==> src/hdl/sdct_pkg.sv <==
// Package: command codes, pin encodings, field positions and timing counts
package sdct_pkg;

   // ***********************************************
   // Host commands
   // ***********************************************
   typedef enum logic [3:0] {
      CMD_NOP, CMD_ACT, CMD_RD, CMD_WR, CMD_WRA, CMD_PRE, CMD_MRS,
      CMD_PDE, CMD_PDX, CMD_SRE, CMD_SRX, CMD_ODT
   } sdct_cmd_e;

   // ***********************************************
   // Clocking: memory clock is clk divided by two
   // ***********************************************
   localparam int CLK_PS = 25000;
   localparam int CK_DIV = 2;
   localparam int TCK_PS = CLK_PS * CK_DIV;

   // Round a least time up to whole memory clocks, never below minc
   function automatic int tck(input int ps, input int minc);
      int c;
      c = (ps + TCK_PS - 1) / TCK_PS;
      return (c < minc) ? minc : c;
   endfunction

   // ***********************************************
   // Times as printed
   // ***********************************************
   localparam int RRD_1K_PS = 7500;
   localparam int RRD_2K_PS = 10000;
   localparam int FAW_1K_PS = 37500;
   localparam int FAW_2K_PS = 50000;
   localparam int WTR_FAST_PS = 7500;
   localparam int WTR_SLOW_PS = 10000;
   localparam int RTP_PS = 7500;
   localparam int RP_PS = 15000;
   localparam int RAS_PS = 45000;
   localparam int RFC_PS = 75000;
   localparam int XSNR_EXTRA_PS = 10000;
   localparam int IS_PS = 350;
   localparam int IH_PS = 475;

   // ***********************************************
   // Counts in memory clocks
   // ***********************************************
   localparam logic [7:0] T_RRD_MIN = 8'h02;
   localparam logic [7:0] T_RRD_1K = 8'(tck(RRD_1K_PS, int'(T_RRD_MIN)));
   localparam logic [7:0] T_RRD_2K = 8'(tck(RRD_2K_PS, int'(T_RRD_MIN)));
   localparam logic [7:0] T_FAW_1K = 8'(tck(FAW_1K_PS, 1));
   localparam logic [7:0] T_FAW_2K = 8'(tck(FAW_2K_PS, 1));
   localparam logic [7:0] T_WTR_FAST = 8'(tck(WTR_FAST_PS, 1));
   localparam logic [7:0] T_WTR_SLOW = 8'(tck(WTR_SLOW_PS, 1));
   localparam logic [7:0] T_RTP = 8'(tck(RTP_PS, 1));
   localparam logic [7:0] T_RP = 8'(tck(RP_PS, 1));
   localparam logic [7:0] T_RAS = 8'(tck(RAS_PS, 1));
   localparam logic [7:0] T_XSNR = 8'(tck(RFC_PS + XSNR_EXTRA_PS, 1));
   localparam logic [7:0] T_HOLD = 8'(tck(IS_PS + TCK_PS + IH_PS, 1));
   localparam logic [7:0] T_CCD = 8'h02;
   localparam logic [7:0] T_XSRD = 8'hC8;
   localparam logic [7:0] T_XP = 8'h02;
   localparam logic [7:0] T_XARD = 8'h02;
   localparam logic [7:0] T_XARDS_BASE = 8'h06;
   localparam logic [7:0] T_CKE = 8'h03;
   localparam logic [7:0] T_ANPD = 8'h03;
   localparam logic [7:0] T_AXPD = 8'h08;
   localparam logic [7:0] T_MRD = 8'h02;
   localparam logic [7:0] BL_HALF = 8'h02;

   // ***********************************************
   // Mode register fields and reset values
   // ***********************************************
   localparam int MR_CL_LSB = 4;
   localparam int MR_WR_LSB = 9;
   localparam int MR_PDX_BIT = 12;
   localparam int EMR_AL_LSB = 3;
   localparam int EMR_DQSN_BIT = 10;
   localparam int AP_BIT = 10;
   localparam logic [1:0] BA_MR = 2'h0;
   localparam logic [1:0] BA_EMR = 2'h1;
   localparam logic [2:0] CL_RST = 3'h3;
   localparam logic [2:0] AL_RST = 3'h0;
   localparam logic [2:0] WR_RST = 3'h2;

   // ***********************************************
   // Pin encodings {cs_n, ras_n, cas_n, we_n}
   // ***********************************************
   localparam logic [3:0] PIN_NOP = 4'h7;
   localparam logic [3:0] PIN_ACT = 4'h3;
   localparam logic [3:0] PIN_RD = 4'h5;
   localparam logic [3:0] PIN_WR = 4'h4;
   localparam logic [3:0] PIN_PRE = 4'h2;
   localparam logic [3:0] PIN_MRS = 4'h0;
   localparam logic [3:0] PIN_REF = 4'h1;

endpackage

==> src/hdl/sdct_pin_if.sv <==
// Interface: scheduled command from the sequencer to the pin driver
`timescale 1ns/1ps
interface sdct_pin_if;
   import sdct_pkg::*;
   logic tick;
   logic ck_run;
   logic issue;
   sdct_cmd_e cmd;
   logic [1:0] ba;
   logic [13:0] a;
   modport sched (input tick, output ck_run, output issue, output cmd, output ba, output a);
   modport phy (output tick, input ck_run, input issue, input cmd, input ba, input a);
endinterface // sdct_pin_if

==> src/hdl/sdct_ctrl.sv <==
// Host command sequencer that enforces memory command timing
//
// Function
// - Activates to different banks at least 7.5 ns (1KB) or 10 ns (2KB) apart.
// - At most four activates inside any 37.5 ns (1KB) or 50 ns (2KB) window.
// - Column commands at least two clocks apart.
// - After write with auto precharge, wait write recovery plus precharge before activate.
// - End of write burst to read at least 7.5 ns fast or 10 ns slow grade.
// - Internal read point to precharge at least 7.5 ns.
// - Self refresh exit to non-read command waits refresh cycle plus 10 ns.
// - Self refresh exit to read waits 200 clocks.
// - Precharge power-down exit to non-read command waits 2 clocks.
// - Fast active power-down exit to read waits 2 clocks.
// - Slow active power-down exit to read waits 6 minus additive latency clocks.
// - Clock enable high and low pulses last at least 3 clocks.
// - Termination change to power-down entry at least 3 clocks.
// - After power-down exit, 8 clocks before synchronous termination changes.
// - Clock runs tIS+tCK+tIH after clock enable falls.
// - Mode register bit 12 selects fast or slow active power-down exit.
// - Read to precharge at least additive latency plus half burst length.
// - Activate spacing never below two clocks.
// - Two clocks after a mode register set before any command.
`timescale 1ns/1ps
module sdct_ctrl
   import sdct_pkg::*;
(
   input wire logic clk,
   input wire logic reset,
   input wire logic req_valid,
   output logic req_ready,
   input wire sdct_cmd_e req_cmd,
   input wire logic [1:0] req_ba,
   input wire logic [13:0] req_addr,
   input wire logic page_2k,
   input wire logic slow_grade,
   output logic mem_ck,
   output logic mem_ck_n,
   output logic mem_cke,
   output logic mem_cs_n,
   output logic mem_ras_n,
   output logic mem_cas_n,
   output logic mem_we_n,
   output logic [1:0] mem_ba,
   output logic [13:0] mem_a,
   output logic mem_odt,
   output logic pd_active,
   output logic sref_active,
   output logic dqs_pair_en,
   output logic slow_exit
);
   typedef enum logic [1:0] {ST_ACTV, ST_PD, ST_SR} sdct_st_e;

   sdct_pin_if pif ();
   sdct_st_e st_q;
   logic tick, issue, ok;
   logic [2:0] cl_q, al_q, wr_q;
   logic [3:0] open_q;
   logic [7:0] rrd_q, ccd_q, wtr_q, rdblk_q, nrd_q, mrd_q;
   logic [7:0] cke_q, odt_q, axpd_q, hold_q;
   logic [7:0] faw_q [4];
   logic [7:0] ras_q [4];
   logic [7:0] pre_q [4];
   logic [7:0] act_q [4];
   logic [7:0] wl, t_rrd, t_faw, t_wtr, rd2pre, wr2pre, t_dal, t_xards;
   logic any_ok, nrd_ok, bank_open, all_closed;
   logic is_act, is_rd, is_wr, is_pre, is_mrs, is_pdx, is_srx, is_ckl;
   logic ck_run_q;

   // Load-or-count for a countdown; a load keeps the longer of two waits
   function automatic logic [7:0] nxt(input logic [7:0] cur, input logic ld, input logic [7:0] val);
      logic [7:0] d;
      logic [7:0] v;
      d = (tick && cur != 8'h00) ? cur - 8'h01 : cur;
      v = val - 8'h01;
      return (ld && v > d) ? v : d;
   endfunction

   // ***********************************************
   // Pin driver
   // ***********************************************
   sdct_pin_drv u_pin (
      .clk(clk),
      .reset(reset),
      .pif(pif),
      .mem_ck(mem_ck),
      .mem_ck_n(mem_ck_n),
      .mem_cke(mem_cke),
      .mem_cs_n(mem_cs_n),
      .mem_ras_n(mem_ras_n),
      .mem_cas_n(mem_cas_n),
      .mem_we_n(mem_we_n),
      .mem_ba(mem_ba),
      .mem_a(mem_a),
      .mem_odt(mem_odt)
   );

   assign tick = pif.tick;
   assign pif.issue = issue;
   assign pif.cmd = req_cmd;
   assign pif.ba = req_ba;
   assign pif.a = req_addr;
   assign pif.ck_run = ck_run_q;

   // ***********************************************
   // Derived waits
   // ***********************************************
   // Write latency is read latency less one
   assign wl = 8'(al_q) + 8'(cl_q) - 8'h01;
   assign t_rrd = page_2k ? T_RRD_2K : T_RRD_1K;
   assign t_faw = page_2k ? T_FAW_2K : T_FAW_1K;
   assign t_wtr = wl + BL_HALF + (slow_grade ? T_WTR_SLOW : T_WTR_FAST);
   // Internal read point sits additive latency after the command
   assign rd2pre = 8'(al_q) + ((T_RTP > BL_HALF) ? T_RTP : BL_HALF);
   assign wr2pre = wl + BL_HALF + 8'(wr_q) + 8'h01;
   assign t_dal = wr2pre + T_RP;
   // A large additive latency must not give a zero wait
   assign t_xards = (8'(al_q) < T_XARDS_BASE - 8'h01) ? T_XARDS_BASE - 8'(al_q) : 8'h01;

   // ***********************************************
   // Admission
   // ***********************************************
   assign bank_open = open_q[req_ba];
   assign all_closed = (open_q == 4'h0);
   assign any_ok = (mrd_q == 8'h00);
   assign nrd_ok = any_ok && (nrd_q == 8'h00);

   always_comb begin
      ok = 1'b0;
      unique case (req_cmd)
         CMD_ACT: ok = (st_q == ST_ACTV) && nrd_ok && rrd_q == 8'h00 && faw_q[3] == 8'h00
                       && act_q[req_ba] == 8'h00 && !bank_open;
         CMD_RD: ok = (st_q == ST_ACTV) && any_ok && ccd_q == 8'h00 && wtr_q == 8'h00
                      && rdblk_q == 8'h00 && bank_open;
         CMD_WR, CMD_WRA: ok = (st_q == ST_ACTV) && nrd_ok && ccd_q == 8'h00 && bank_open;
         CMD_PRE: ok = (st_q == ST_ACTV) && nrd_ok && bank_open && pre_q[req_ba] == 8'h00
                       && ras_q[req_ba] == 8'h00;
         CMD_MRS: ok = (st_q == ST_ACTV) && nrd_ok && all_closed;
         CMD_PDE: ok = (st_q == ST_ACTV) && nrd_ok && cke_q == 8'h00 && odt_q == 8'h00;
         CMD_SRE: ok = (st_q == ST_ACTV) && nrd_ok && all_closed && cke_q == 8'h00
                       && odt_q == 8'h00;
         CMD_PDX: ok = (st_q == ST_PD) && cke_q == 8'h00;
         CMD_SRX: ok = (st_q == ST_SR) && cke_q == 8'h00;
         CMD_ODT: ok = (st_q == ST_ACTV) && any_ok && axpd_q == 8'h00;
         default: ok = 1'b0;
      endcase
   end

   // Commands only go out on the memory clock phase that owns the pins
   assign req_ready = tick && ok;
   assign issue = req_valid && req_ready;
   assign is_act = issue && req_cmd == CMD_ACT;
   assign is_rd = issue && req_cmd == CMD_RD;
   assign is_wr = issue && (req_cmd == CMD_WR || req_cmd == CMD_WRA);
   assign is_pre = issue && (req_cmd == CMD_PRE || req_cmd == CMD_WRA);
   assign is_mrs = issue && req_cmd == CMD_MRS;
   assign is_pdx = issue && req_cmd == CMD_PDX;
   assign is_srx = issue && req_cmd == CMD_SRX;
   assign is_ckl = issue && (req_cmd == CMD_PDE || req_cmd == CMD_SRE);

   // ***********************************************
   // Power state
   // ***********************************************
   always_ff @(posedge clk) begin
      if (reset) begin
         st_q <= ST_ACTV;
      end else if (issue) begin
         unique case (req_cmd)
            CMD_PDE: st_q <= ST_PD;
            CMD_SRE: st_q <= ST_SR;
            CMD_PDX, CMD_SRX: st_q <= ST_ACTV;
            default: st_q <= st_q;
         endcase
      end
   end

   assign pd_active = (st_q == ST_PD);
   assign sref_active = (st_q == ST_SR);

   // Clock may stop in self refresh once the hold and pulse width are met
   always_ff @(posedge clk) begin
      if (reset) begin
         ck_run_q <= 1'b1;
      end else begin
         ck_run_q <= !(st_q == ST_SR && hold_q == 8'h00 && cke_q == 8'h00)
                     || (req_valid && req_cmd == CMD_SRX);
      end
   end

   // ***********************************************
   // Mode tracking
   // ***********************************************
   always_ff @(posedge clk) begin
      if (reset) begin
         cl_q <= CL_RST;
         wr_q <= WR_RST;
         al_q <= AL_RST;
         slow_exit <= 1'b0;
         dqs_pair_en <= 1'b1;
      end else if (is_mrs) begin
         if (req_ba == BA_MR) begin
            cl_q <= req_addr[MR_CL_LSB +: 3];
            wr_q <= req_addr[MR_WR_LSB +: 3];
            slow_exit <= req_addr[MR_PDX_BIT];
         end
         if (req_ba == BA_EMR) begin
            al_q <= req_addr[EMR_AL_LSB +: 3];
            dqs_pair_en <= !req_addr[EMR_DQSN_BIT];
         end
      end
   end

   // ***********************************************
   // Device-wide counters
   // ***********************************************
   // Every figure is held as whole memory clocks, rounded up
   always_ff @(posedge clk) begin
      if (reset) begin
         rrd_q <= 8'h00;
         ccd_q <= 8'h00;
         wtr_q <= 8'h00;
         mrd_q <= 8'h00;
      end else begin
         rrd_q <= nxt(rrd_q, is_act, t_rrd);
         ccd_q <= nxt(ccd_q, is_rd || is_wr, T_CCD);
         wtr_q <= nxt(wtr_q, is_wr, t_wtr);
         mrd_q <= nxt(mrd_q, is_mrs, T_MRD);
      end
   end

   // Exit waits and pulse widths
   always_ff @(posedge clk) begin
      if (reset) begin
         nrd_q <= 8'h00;
         rdblk_q <= 8'h00;
         cke_q <= 8'h00;
         odt_q <= 8'h00;
         axpd_q <= 8'h00;
         hold_q <= 8'h00;
      end else begin
         nrd_q <= nxt(nrd_q, is_srx || is_pdx, is_srx ? T_XSNR : T_XP);
         rdblk_q <= nxt(rdblk_q, is_srx || (is_pdx && !all_closed),
                        is_srx ? T_XSRD : (slow_exit ? t_xards : T_XARD));
         cke_q <= nxt(cke_q, is_ckl || is_pdx || is_srx, T_CKE);
         odt_q <= nxt(odt_q, issue && req_cmd == CMD_ODT, T_ANPD);
         axpd_q <= nxt(axpd_q, is_pdx || is_srx, T_AXPD);
         hold_q <= nxt(hold_q, is_ckl, T_HOLD);
      end
   end

   // ***********************************************
   // Four-activate window and per-bank counters
   // ***********************************************
   // Slot 3 holds the wait left by the fourth most recent activate
   for (genvar i = 0; i < 4; i++) begin : g_slot
      always_ff @(posedge clk) begin
         if (reset) begin
            faw_q[i] <= 8'h00;
         end else if (is_act) begin
            faw_q[i] <= (i == 0) ? t_faw - 8'h01 : nxt(faw_q[(i == 0) ? 0 : i - 1], 1'b0, 8'h01);
         end else begin
            faw_q[i] <= nxt(faw_q[i], 1'b0, 8'h01);
         end
      end

      logic hit;
      assign hit = (req_ba == 2'(i));

      always_ff @(posedge clk) begin
         if (reset) begin
            open_q[i] <= 1'b0;
         end else if (hit && is_act) begin
            open_q[i] <= 1'b1;
         end else if (hit && is_pre) begin
            open_q[i] <= 1'b0;
         end
      end

      always_ff @(posedge clk) begin
         if (reset) begin
            ras_q[i] <= 8'h00;
            pre_q[i] <= 8'h00;
            act_q[i] <= 8'h00;
         end else begin
            ras_q[i] <= nxt(ras_q[i], hit && is_act, T_RAS);
            pre_q[i] <= nxt(pre_q[i], hit && (is_rd || is_wr), is_rd ? rd2pre : wr2pre);
            act_q[i] <= nxt(act_q[i], hit && is_pre, (req_cmd == CMD_WRA) ? t_dal : T_RP);
         end
      end
   end

   // ***********************************************
   // Checks
   // ***********************************************
   // Memory clocks elapsed since each watched event, saturating
   logic [7:0] ev;
   logic [7:0] since_q [8];
   assign ev = {is_ckl, is_pdx || is_srx, issue && req_cmd == CMD_ODT, is_srx,
                is_mrs, is_ckl || is_pdx || is_srx, is_rd || is_wr, is_act};

   for (genvar e = 0; e < 8; e++) begin : g_since
      always_ff @(posedge clk) begin
         if (reset) begin
            since_q[e] <= 8'hFF;
         end else if (ev[e]) begin
            since_q[e] <= 8'h00;
         end else if (tick && since_q[e] != 8'hFF) begin
            since_q[e] <= since_q[e] + 8'h01;
         end
      end
   end

   AST_RRD: assert property (@(posedge clk) disable iff (reset)
      is_act |-> since_q[0] >= t_rrd - 8'h01) else $error("activates too close");
   AST_CCD: assert property (@(posedge clk) disable iff (reset)
      (is_rd || is_wr) |-> since_q[1] >= T_CCD - 8'h01) else $error("column commands too close");
   AST_CKE: assert property (@(posedge clk) disable iff (reset)
      (is_ckl || is_pdx || is_srx) |-> since_q[2] >= T_CKE - 8'h01)
      else $error("clock enable pulse too short");
   AST_MRD: assert property (@(posedge clk) disable iff (reset)
      issue |-> since_q[3] >= T_MRD - 8'h01) else $error("command too soon after mode set");
   AST_XSRD: assert property (@(posedge clk) disable iff (reset)
      is_rd |-> since_q[4] >= T_XSRD - 8'h01) else $error("read too soon after self refresh exit");
   AST_ANPD: assert property (@(posedge clk) disable iff (reset)
      is_ckl |-> since_q[5] >= T_ANPD - 8'h01) else $error("power-down too soon after termination change");
   AST_AXPD: assert property (@(posedge clk) disable iff (reset)
      (issue && req_cmd == CMD_ODT) |-> since_q[6] >= T_AXPD - 8'h01)
      else $error("termination change too soon after exit");
   AST_HOLD: assert property (@(posedge clk) disable iff (reset)
      $fell(ck_run_q) |-> !mem_cke && since_q[7] >= T_HOLD - 8'h01) else $error("clock stopped too early");
   AST_PINS: assert property (@(posedge clk) disable iff (reset)
      is_act |=> (!mem_cs_n && !mem_ras_n && mem_cas_n) [*2]) else $error("activate not on pins");

   COV_ACT_RD: cover property (@(posedge clk) disable iff (reset) is_act ##[1:40] is_rd);
   COV_SREF: cover property (@(posedge clk) disable iff (reset) is_srx ##[1:500] is_rd);
   COV_PDX: cover property (@(posedge clk) disable iff (reset) is_pdx ##[1:20] is_rd);
endmodule // sdct_ctrl

==> src/hdl/sdct_pin_drv.sv <==
// Pin driver: divides clk into the memory clock and registers command pins
`timescale 1ns/1ps
module sdct_pin_drv
   import sdct_pkg::*;
(
   input wire logic clk,
   input wire logic reset,
   sdct_pin_if.phy pif,
   output logic mem_ck,
   output logic mem_ck_n,
   output logic mem_cke,
   output logic mem_cs_n,
   output logic mem_ras_n,
   output logic mem_cas_n,
   output logic mem_we_n,
   output logic [1:0] mem_ba,
   output logic [13:0] mem_a,
   output logic mem_odt
);
   logic ck_q;
   logic ck_d;
   logic [3:0] pins_d;
   logic [13:0] a_d;

   // ***********************************************
   // Clock divider
   // ***********************************************
   // A stop only takes effect low, so no runt high phase reaches the part
   assign ck_d = (pif.ck_run || ck_q) ? ~ck_q : ck_q;
   assign pif.tick = ck_q;

   always_ff @(posedge clk) begin
      if (reset) begin
         ck_q <= 1'b0;
         mem_ck <= 1'b0;
         mem_ck_n <= 1'b1;
      end else begin
         ck_q <= ck_d;
         mem_ck <= ck_d;
         mem_ck_n <= ~ck_d;
      end
   end

   // ***********************************************
   // Command pins
   // ***********************************************
   // Pins change at the falling memory clock, centred for the next rise
   always_comb begin
      pins_d = PIN_NOP;
      if (pif.issue) begin
         unique case (pif.cmd)
            CMD_ACT: pins_d = PIN_ACT;
            CMD_RD: pins_d = PIN_RD;
            CMD_WR, CMD_WRA: pins_d = PIN_WR;
            CMD_PRE: pins_d = PIN_PRE;
            CMD_MRS: pins_d = PIN_MRS;
            CMD_SRE: pins_d = PIN_REF;
            default: pins_d = PIN_NOP;
         endcase
      end
   end

   // Bit 10 is the auto precharge flag on column and precharge commands, so those set it and the caller cannot
   always_comb begin
      a_d = pif.a;
      if (pif.cmd == CMD_WRA) a_d[AP_BIT] = 1'b1;
      if (pif.cmd == CMD_RD || pif.cmd == CMD_WR || pif.cmd == CMD_PRE) a_d[AP_BIT] = 1'b0;
   end

   always_ff @(posedge clk) begin
      if (reset) begin
         {mem_cs_n, mem_ras_n, mem_cas_n, mem_we_n} <= PIN_NOP;
         mem_ba <= 2'h0;
         mem_a <= 14'h0000;
      end else if (pif.tick) begin
         {mem_cs_n, mem_ras_n, mem_cas_n, mem_we_n} <= pins_d;
         mem_ba <= pif.ba;
         mem_a <= a_d;
      end
   end

   // Clock enable and termination levels follow their commands
   always_ff @(posedge clk) begin
      if (reset) begin
         mem_cke <= 1'b1;
         mem_odt <= 1'b0;
      end else if (pif.issue) begin
         if (pif.cmd == CMD_PDE || pif.cmd == CMD_SRE) mem_cke <= 1'b0;
         if (pif.cmd == CMD_PDX || pif.cmd == CMD_SRX) mem_cke <= 1'b1;
         if (pif.cmd == CMD_ODT) mem_odt <= pif.a[0];
      end
   end
endmodule // sdct_pin_drv

==> config.mk <==
export PLATFORM = sky130hd
export DESIGN_NAME = sdct_ctrl
export DESIGN_NICKNAME = d
export VERILOG_FILES = /design/src/hdl/sdct_pkg.sv /design/src/hdl/sdct_pin_if.sv /design/src/hdl/sdct_ctrl.sv /design/src/hdl/sdct_pin_drv.sv
export SDC_FILE = /design/constraint.sdc
export NUM_CORES = 1
export LEC_CHECK = 0
export BUFFER_PORTS_ARGS = -buffer_cell sky130_fd_sc_hd__buf_4
export CAP_MARGIN = 40
export CORE_UTILIZATION = 50
export DETAILED_ROUTE_END_ITERATION = 16
export GPL_TIMING_DRIVEN = 1
export PLACE_DENSITY_LB_ADDON = 0.05
export RECOVER_POWER = 25
export SYNTH_ARGS = -nofsm -noshare
export SYNTH_HDL_FRONTEND = slang
export SYNTH_SLANG_ARGS = --single-unit
==> constraint.sdc <==
create_clock -name clk -period 7.55 [get_ports clk]
set_clock_uncertainty 0.2 [all_clocks]
set_input_delay 2.265 -clock clk [delete_from_list [all_inputs] [get_ports clk]]
set_output_delay 2.265 -clock clk [all_outputs]
set_load 0.02 [all_outputs]
Word-level counts from Yosys, hierarchy flattened
Memories as Yosys holds them, arrays and structs flattened.
Index checks and enable logic that the tools add are counted.
{"block": "classes", "n_eq_ne": 16, "magnitude_cmp": 24, "bitwise_logic": 22, "n_addsub": 39, "n_reduce_logical": 180, "mux": 101}
{"cell": "$mux 8", "n": 65}
{"cell": "$sub 8x1->8 const B", "n": 30}
{"cell": "$reduce_bool 8->1", "n": 26}
{"cell": "$logic_not 8->1", "n": 14}
{"cell": "$logic_and 1x1->1", "n": 99}
{"cell": "$gt 8x8->1", "n": 10}
{"cell": "$gt 1x8->1 const A", "n": 9}
{"cell": "$mux 1", "n": 28}
{"cell": "$or 1x1->1", "n": 20}
{"cell": "$reduce_or 2->1", "n": 10}
{"cell": "$pmux 3 s6", "n": 1}
{"cell": "$add 8x1->8 const B", "n": 2}
{"cell": "$eq 4x3->1 const B", "n": 4}
{"cell": "$eq 4x4->1 const B", "n": 4}
{"cell": "$gt 2x8->1 const A", "n": 2}
{"cell": "$logic_or 1x1->1", "n": 13}
{"cell": "$pmux 1 s10", "n": 1}
{"cell": "$reduce_and 2->1", "n": 5}
{"cell": "$reduce_bool 2->1", "n": 5}
{"cell": "$add 7x2->8 const B", "n": 1}
{"cell": "$eq 4x2->1 const B", "n": 2}
{"cell": "$gt 3x8->1 const A", "n": 1}
{"cell": "$add 6x4->7", "n": 1}
{"cell": "$add 5x3->6 const B", "n": 1}
{"cell": "19 further kinds", "n": 28}
{"block": "totals", "mem_bits_rw": 128, "n_memories": 4, "output_inout_bits": 29, "register_bits": 122}
{"name": "act_q", "depth": 4, "word_bits": 8, "rd": 5, "rd_ports_with_merged_regs": 0, "wr": 4, "line": "sdct_ctrl.sv:63", "rtl": "logic [7:0] act_q [4];"}
{"name": "faw_q", "depth": 4, "word_bits": 8, "rd": 4, "rd_ports_with_merged_regs": 0, "wr": 4, "line": "sdct_ctrl.sv:60", "rtl": "logic [7:0] faw_q [4];"}
{"name": "pre_q", "depth": 4, "word_bits": 8, "rd": 5, "rd_ports_with_merged_regs": 0, "wr": 4, "line": "sdct_ctrl.sv:62", "rtl": "logic [7:0] pre_q [4];"}
{"name": "ras_q", "depth": 4, "word_bits": 8, "rd": 5, "rd_ports_with_merged_regs": 0, "wr": 4, "line": "sdct_ctrl.sv:61", "rtl": "logic [7:0] ras_q [4];"}

Logic depth before layout (Yosys ltp)
Gate-level depths: netlist of run 1.
{"block": "logic_depth", "word_depth": 17, "mapped_depth": 26}

Modules after synthesis
From an unflattened synthesis of run 1, not the netlist that was laid out.
{"block": "unflattened", "cells_unflattened": 1977, "hier_area_um2": 16673.5}
{"module": "sdct_ctrl", "cells_each": 1875, "area_each_um2": 15682.5, "n_inst": 1, "seq_area_each_um2": 4844.6}
{"module": "sdct_pin_drv", "cells_each": 102, "area_each_um2": 991.0, "n_inst": 1, "seq_area_each_um2": 460.4}

Worst setup path before layout of run 1
Ideal clock, no wire load.
{"block": "synth_path", "path_type": "input to register", "from": "in req_ba[0]", "to": "mem pre_q[0][3]", "cell_stages": 18, "setup_slack_ns": 0.593, "n_path_buf": 2, "t_required_ns": 7.229, "setup_ns": 0.121, "arrival_ns": 6.636, "path_cell_list": "buf_6 mux4_2 or4_1 nand4bb_4 o41ai_4 o2111ai_2 clkbuf_1 mux2i_1 ha_1 nor2b_1 o21a_1 o21ai_0 a21oi_1 o31ai_1 and3_1 a22oi_1 a32oi_4 mux2_2"}
{"item": "start: declaration", "line": "sdct_ctrl.sv:32", "rtl": "input wire logic [1:0] req_ba,"}
{"item": "end: declaration", "line": "sdct_ctrl.sv:62"}

Final worst setup path of run 1
{"block": "layout_path", "from": "in req_ba[0]", "to": "out req_ready"}
{"block": "layout_between", "elab_chain_cells": 7, "elab_cells_between_ends": 18, "classes_between": "3 x mux; 12 x reduce/logical; 3 x memory"}
{"item": "parallel branches: the longest is 5 deep, another holds $mem_v2 4x8"}
{"item": "$pmux 1 s10 (*)", "line": "sdct_ctrl.sv:129", "rtl": "unique case (req_cmd)"}
{"item": "$logic_and 1x1->1 (*)", "line": "sdct_ctrl.sv:149", "rtl": "assign req_ready = tick && ok;"}
{"item": "end: declaration", "line": "sdct_ctrl.sv:30", "rtl": "output logic req_ready,"}
Mark *: on every way between the ends. The select of a mux whose other input is x is not followed.

==> summary.txt, run 1 <==
Setup path
  – Nature of the critical path startpoint: input pin
  – Data required, critical path: 5.09 ns
  – FF-to-FF setup slack: 0.81 ns
  – Arrival time reported for the critical path endpoint: 4.32 ns
  – Slowest stage cell, crit path: mux4_2
  – Largest stage delay, worst path: 0.54 ns
  – Crit path cell chain: buf_4 > mux4_2 > or4_1 > nand4bb_4 > o41a_4 > a21oi_1 > buf_4
  – Cell type with the highest occurrence count on the critical path: buf_4
  – Kind of cell with the highest combined delay on the critical path: simple AND/OR/NAND/NOR gates
  – Buffers and inverters on the worst path: 2
  – Class of the most critical setup path: input pin to output port
  – Critical Path Sink Type: output port
  – Largest fanout on the critical path: 4

Final layout
  – ANT cells: 0
  – Highest-count cells in the layout ignoring fill and taps: nor2_1, dfxtp_1, ha_1
  – Post-layout util: 57.4%
  – Fraction of final layout cells with drive strength greater than 1: 10.1%
  – Net count reported at finish: 2202
  – Filler instances: 3063
  – Synthesis-to-layout area growth: 13.0%
  – Total area of multi-input combinational cells: 10700 µm²
  – Post-route cell area: 18700 µm²
  – Seq. cell area: 5310 µm²
  – Most common cell after layout, fill and taps aside: nor2_1

Die
  – Effective utilization at floorplan: 50.8%
  – Area of the die: 33800 µm²
  – X dimension of the die: 184 µm
  – Placeable Area: 32500 µm²
  – Die Ht: 184 µm
  – Count of standard-cell rows: 66
  – Ports: 54

Yosys
  – Gate count of the mapped netlist: 1954
  – Register area share after synthesis: 32.1%
  – Synth Flop Type: dfxtp_1
  – Post-synthesis cell type with the largest combined area: dfxtp_1
  – Cell area after synthesis: 16500 µm²
  – Ys async rst share: 0%
  – Portion of synthesized cell area occupied by the leading cell type: 26.3%
  – Distinct cells, synth: 89
  – Syn. warnings: 0
  – Number of flip-flops and latches in the synthesized netlist: 249
  – Post-synth EDFFs: 32
  – Per-instance average area after synthesis: 8.47 µm²
  – Top area cells in the synthesized netlist: dfxtp_1, ha_1, xnor2_1, nor2_1, edfxtp_1

Worst hold path
  – Classification of the worst-slack hold path: flop to flop

Clock network
  – Clock net sink count: 249
  – TritonCTS Buffers: 30
  – Skew-Pair Late Insertion Delay: 0.58 ns
  – Register clock-pin slew on the reported worst setup and hold paths: 0.07 ns
  – Longest Clk Path Bufs: 3
  – Buffer cell driving the clock tree root: clkbuf_16
  – Htree depth: 1
  – Postcts setup bufs: 0
  – TritonCTS clock tree: yes

Power and ir drop
  – Worst IR Drop VDD: 252 µV
  – Clk pwr share: 22.2%
  – Seq pwr share: 29.5%
  – Power density normalized to cell area: 376 nW/µm²
  – P_sw: 2.82 mW
  – Internal power contribution: 4.20 mW
  – Reported leakage power: 7.55 nW
  – Switching Fraction: 40.2%
  – Final total power: 7.03 mW
  – Combinational cell fraction of total power: 48.2%

Detailed routing
  – 1st-iter DRT viols: 586
  – DR WL/cell: 16.4 µm
  – DR vias/cell: 5.59
  – Total via count in the routed design: 14000
  – Number of detailed-routing iterations run before antenna repair: 5
  – Detailed-route wire length: 40900 µm
  – Final routed DRC violation total: 0
  – Residual antenna-violating net count after detailed routing: 0

STA
  – Slew Limit Headroom: -101%
  – Share of the clock period used by the worst path: 89.9%
  – Setup total negative slack: 0 ns
  – Final max-slew violation count: 86
  – Post-route worst setup slack: 0.761 ns
  – Final Hold Fails: 0
  – RSZ-0062 raised after global routing: false
  – Slew at the pin closest to its max-slew limit: 3.01 ns
  – Setup violations, final: 0
  – Max Freq: 147 MHz
  – Final Critical Period: 6.79 ns

Placement
  – Final Wtd Congestion: 0.861
  – Setup slack at placement: 0.258 ns
  – Hpwl dp: 29900 µm
  – Quantity of I/O buffers inserted on ports: 50
  – Instance area after placement: 17600 µm²

Global routing
  – Total congestion overflow after global routing: 0
  – First-pass GRT wire length: 66700 µm
  – Initial antenna violation count: 0
  – Largest net degree at the start of global routing: 151
  – Number of global-route vias before repair: 13200
  – Total GRT Usage: 24.3%

Status
  – Outcome: finished with violations
  – Violated checks: max-capacitance violations, max-slew violations

Run
  – Number of violations of the max-capacitance limit: 2
final timing paths:
kind                                    end  cells after the start      start
worst max-delay path              req_ready                      7  req_ba[0]
worst min-delay path                   flop                      2       flop
worst max register to register  act_q[2][1]                     22    al_q[1]
worst min register to register         flop                      2       flop
through the flow:
| stage | instances | hold slack, ns |
|---|---|---|
| 3_3_place_gp | 2443 | 0.260 |
| 5_1_grt | 2499 | 0.302 |
| 6_report | 2499 | 0.283 |
| 4_1_cts | 2499 | 0.283 |
| 3_5_place_dp | 2444 | 0.269 |
| 2_1_floorplan | 1977 | 0.253 |
metal layers:
metal  GRT usage [%]  vias to the layer above  part of all wire (%)
li1                -                     7108                     -
met3            2.85                       70                   3.9
met5               0                        -                     0
met2            41.7                      218                    47
met1            32.0                     6562                    47
met4            7.20                        0                   2.9
cells in the mapped netlist, drive strengths merged, types with 6 or more instances:
cell / number
nor2: 270
nor4b: 8
and2: 10
inv: 101
ha: 141
or2: 17
a21o: 15
nand3: 48
or3: 24
o211ai: 8
nor3b: 16
dfxtp: 217
and3: 15
nand4: 24
nand2b: 14
nor3: 74
xnor2: 116
nand2: 140
mux2: 36
nor4: 54
mux2i: 35
edfxtp: 32
or4: 17
clkbuf: 49
a211oi: 53
a31oi: 20
o31ai: 8
xor2: 70
nor2b: 34
a21oi: 90
nand4b: 7
o21a: 21
buf: 15
nand3b: 6
o21ai: 67
final cells by class:
type                    count  area share [%]
repair buffers             89            3.58
clock buffers              43            4.95
flip-flops and latches    249            28.4
well taps                 442            2.96
clock inverters            12           0.877
inverters                 101            2.03
multi-input cells        1563            57.2
cells by family (layout without fill, tap and decap cells):
logic type      Yosys count  in the layout  share of synthesized area (%)
buf+inv                 165            245                           3.95
mux                      72             72                           4.77
other cells               2             25                         0.0454
flops                   249            249                           32.1
xor+xnor                187            187                           9.98
compound gates          335            335                           13.7
simple gates            801            801                           24.6
fa+ha+maj               143            143                           10.9
worst register-to-register path: stages, from the launching register on:
cell	delay (ns)
dfxtp_1	0.52
inv_1	0.14
ha_1	0.30
inv_1	0.04
ha_1	0.21
fa_1	0.50
ha_1	0.37
ha_1	0.33
xor2_1	0.42
and2_1	0.25
xnor3_1	0.27
a2111oi_1	0.61
o21ai_1	0.21
a22oi_1	0.64
buf_4	0.26
ha_1	0.15
nand4_1	0.11
o21ai_0	0.16
o21ai_0	0.15
nor4_2	0.15
buf_4	0.23
mux2_2	0.35
nor2_1	0.08
power by group through the flow:
stage	registers [mW]	logic (mW)	clock network, mW
2_1_floorplan	2.01	2.72	0
3_3_place_gp	2.08	3.29	0
3_5_place_dp	2.09	3.37	0
4_1_cts	2.07	3.40	1.60
5_1_grt	2.13	3.85	1.65
6_report	2.08	3.39	1.56
repair_timing:
action | in CTS | in global routing
setup endpoints to repair | 0 | 2
hold buffers | 0 | 0
gates resized for setup | 0 | 1
hold endpoints to repair | 0 | 0
Note: power is estimated with default switching activity, not from simulation.
==> run 2, diff against run 1 <==
- ABC_AREA: unset -> 1
==> run 2 against run 1 <==
The flow still finishes with violations (max-capacitance violations, max-slew violations). Worst setup slack improved by 0.36 ns. Area after synthesis decreased by 3.3%. Sequential power decreased by 3%. Clock power about the same. Critical path type unchanged. Critical endpoint unchanged.
==> summary.txt, run 2 <==
Yosys
  – Per-instance average area after synthesis: 7.24 µm² (-14%)
  – Adder and majority cell fraction of the synthesized area: 11.3% (+0.37 points)
  – Area fraction in compound gates after synthesis: 13.1% (-0.64 points)
  – Largest family of logic cells by synthesized area: simple AND/OR/NAND/NOR gates
  – Top area cells in the synthesized netlist: dfxtp_1, ha_1, nor2_1, inv_1, nand2_1
  – Commonest cells post-synth: nor2_1, inv_1, nand2_1
  – Register area share after synthesis: 33.2% (+1.1 points)
  – Portion of synthesized cell area occupied by the leading cell type: 27.2% (+0.89 points)
  – Number of flip-flops and latches in the synthesized netlist: 249 (unchanged)
  – Most numerous cell in the Yosys netlist: nor2_1
  – Post-synthesis xor/xnor area fraction: 8.16% (-1.8 points)
  – Gate count of the mapped netlist: 2209 (+13%)
  – Simple logic cell fraction of the synthesized area: 25.5% (+0.95 points)
  – Mux contribution to synthesized area: 0% (-4.8 points)
  – Cell area after synthesis: 16000 µm² (-3.3%)
  – Distinct cells, synth: 57 (-36%)
  – Synth Flop Type: dfxtp_1
  – Post-synth EDFFs: 32 (unchanged)
  – Syn. warnings: 0 (unchanged)
  – Ys async rst share: 0% (unchanged)
  – Post-synthesis cell type with the largest combined area: dfxtp_1

Clock network
  – Register clock-pin slew on the reported worst setup and hold paths: 0.06 ns (about the same)
  – Longest Clk Path Bufs: 3 (unchanged)
  – TritonCTS Buffers: 30 (unchanged)
  – Htree depth: 1 (unchanged)
  – Skew-Pair Late Insertion Delay: 0.56 ns (-0.02 ns)
  – Count of instances resized after the clock tree is built: 0 (unchanged)
  – TritonCTS clock tree: yes
  – Buffer cell driving the clock tree root: clkbuf_16
  – Post-cts hold buffer count: 0 (unchanged)
  – Postcts setup bufs: 0 (unchanged)
  – Clock net sink count: 249 (unchanged)

Worst hold path
  – Cell depth of the worst min-delay path: 2 (unchanged)
  – Startpoint of the worst hold path: u_pin.mem_odt
  – Classification of the worst-slack hold path: flop to flop
  – Hold endpoint: u_pin.mem_odt

Final layout
  – Non-filler cells, final: 2720 (+8.8%)
  – Total area of multi-input combinational cells: 9380 µm² (-12%)
  – Fraction of final layout cells with drive strength greater than 1: 5.22% (-4.8 points)
  – Seq. cell area: 5310 µm² (about the same)
  – Net count reported at finish: 2461 (+12%)
  – Synthesis-to-layout area growth: 12.0%
  – Filler instances: 3074 (+0.36%)
  – Post-route cell area: 17900 µm² (-4.1%)
  – Most common cell after layout, fill and taps aside: nor2_1
  – Highest-count cells in the layout ignoring fill and taps: nor2_1, inv_1, nand2_1
  – Post-layout util: 56.8% (-0.66 points)

Run
  – Number of violations of the max-capacitance limit: 3 (+1)

Setup path
  – Arrival time reported for the critical path endpoint: 3.97 ns (-0.35 ns)
  – Class of the most critical setup path: input pin to output port
  – Kind of cell with the highest combined delay on the critical path: simple AND/OR/NAND/NOR gates
  – Data required, critical path: 5.09 ns (about the same)
  – FF-to-FF setup slack: 1.49 ns (+0.68 ns)
  – Slowest stage cell, crit path: nor2_1
  – Largest stage delay, worst path: 0.38 ns (-0.16 ns)
  – Buffers and inverters on the worst path: 4 (+2)
  – Depth of the worst register-to-register path: 26 (+18%)
  – End of the worst register-to-register path: act_q[2][0]
  – Largest fanout on the critical path: 6 (+2)
  – Critical Path Sink Type: output port
  – Crit path cell chain: buf_4 > inv_1 > nor2_1 > inv_1 > a21oi_1 > nor2_1 > nand3_1 > nand2_1 > nor2_2 > nor2_8 > buf_4
  – Nature of the critical path startpoint: input pin
  – Start of the worst register-to-register path: al_q[1]

Detailed routing
  – DR WL/cell: 14.1 µm (-14%)
  – 1st-iter DRT viols: 728 (+24%)
  – Residual antenna-violating net count after detailed routing: 0 (unchanged)
  – Final routed DRC violation total: 0 (unchanged)
  – Number of detailed-routing iterations run before antenna repair: 5 (unchanged)
  – DR vias/cell: 5.16 (-7.6%)
  – Detailed-route wire length: 38500 µm (-5.9%)
  – Total via count in the routed design: 14000 (+0.62%)

Global routing
  – Initial antenna violation count: 1 (+1)
  – Largest net degree at the start of global routing: 52 (-66%)
  – Total congestion overflow after global routing: 0 (unchanged)
  – Total GRT Usage: 23.7% (-0.59 points)
  – First-pass GRT wire length: 64200 µm (-3.7%)
  – Number of global-route vias before repair: 13600 (+2.9%)

STA
  – Final Critical Period: 6.43 ns (-0.356 ns)
  – Final hold slack: 0.254 ns (-0.0293 ns)
  – Setup total negative slack: 0 ns (unchanged)
  – Final max-slew violation count: 121 (+41%)
  – Setup violations, final: 0 (unchanged)
  – Final Hold Fails: 0 (unchanged)
  – Post-route worst setup slack: 1.12 ns (+0.356 ns)
  – Slew Limit Headroom: -58.8% (+42 points)
  – Share of the clock period used by the worst path: 85.2% (-4.7 points)
  – RSZ-0062 raised after global routing: false
  – Slew at the pin closest to its max-slew limit: 2.38 ns (-0.627 ns)
  – Max Freq: 155 MHz (+5.5%)

Status
  – Violated checks: max-capacitance violations, max-slew violations
  – Outcome: finished with violations

Placement
  – Final Wtd Congestion: 0.889 (+3.2%)
  – Number of placed instances with taps included: 2663 (+9.0%)
  – Instance area after placement: 16900 µm² (-3.9%)
  – Setup slack at placement: 0.748 ns (+0.490 ns)
  – Hpwl dp: 28900 µm (-3.4%)
  – Quantity of I/O buffers inserted on ports: 50 (unchanged)

Die
  – Die Ht: 181 µm (-1.6%)
  – Effective utilization at floorplan: 50.7% (-0.14 points)
  – X dimension of the die: 181 µm (-1.6%)
  – Ports: 54 (unchanged)
  – Area of the die: 32700 µm² (-3.2%)
  – Placeable Area: 31600 µm² (-3.0%)
  – Count of standard-cell rows: 65 (-1.5%)

Power and ir drop
  – Final total power: 7.12 mW (+1.3%)
  – Reported leakage power: 8.52 nW (+13%)
  – Worst IR Drop VDD: 289 µV (+14%)
  – Power density normalized to cell area: 397 nW/µm² (+5.7%)
## run 2: cell types whose count changed after synthesis, moves of 43 or more
| cell | delta |
|---|---|
| a21oi_1 | +50 |
| inv_1 | +226 |
| nor2_1 | +92 |
| o21ai_0 | +53 |
| xnor2_1 | -80 |
| nand3_1 | +53 |
| xor2_1 | +43 |
| nand2_1 | +185 |
## run 2: worst max path at each step
stage | start | slack, ns | cells past startpoint | end
after CTS | req_cmd[3] | 1.15 | 11 | req_ready
final | req_ba[1] | 1.12 | 11 | req_ready
after global routing | req_cmd[3] | 0.89 | 26 | pre_q[1][0]
after global placement | req_cmd[3] | 0.86 | 26 | pre_q[3][3]
after floorplan | req_cmd[1] | 1.85 | 10 | req_ready
after detailed placement | req_cmd[3] | 0.75 | 26 | pre_q[3][3]
## run 2: layout make-up
cell class,instances,area share [%]
inverter,334,7.00
tap,402,2.81
multi-input combinational,1615,52.3
clock inverter,9,0.984
clock buffer,47,5.11
sequential,249,29.6
timing repair buffer,63,2.15
antenna,1,0.0140
## run 2: layer usage
metal	track usage, %	wire length, µm	vias up
li1	-	-	7394
met1	31.3	18400	6367
met2	40.7	17700	230
met3	3.08	1540	54
met4	6.26	815	0
met5	0	0	-
## run 2: where the power goes
part / leakage, nW / total, mW / switching, mW / internal [mW]
Combinational: 5.89 / 3.54 / 2.19 / 1.35
Clock: 0.532 / 1.57 / 0.568 / 0.998
Sequential: 2.11 / 2.01 / 0.268 / 1.75
## run 2: tightest hold or removal path, delay by kind of cell, from the launching register on
family / cells / cell delay [ns]
DFF: 1 / 0.31
buffers and inverters: 1 / 0.05
AOI/OAI and AO/OA: 1 / 0.05
## run 2: cells by family after synthesis
kind of cell,count (synthesis)
AND/OR/NAND/NOR,934
buffers and inverters,368
AO/OA/AOI/OAI,364
flip-flops,249
XOR/XNOR,149
adder cells (fa/ha/maj),143
other,2
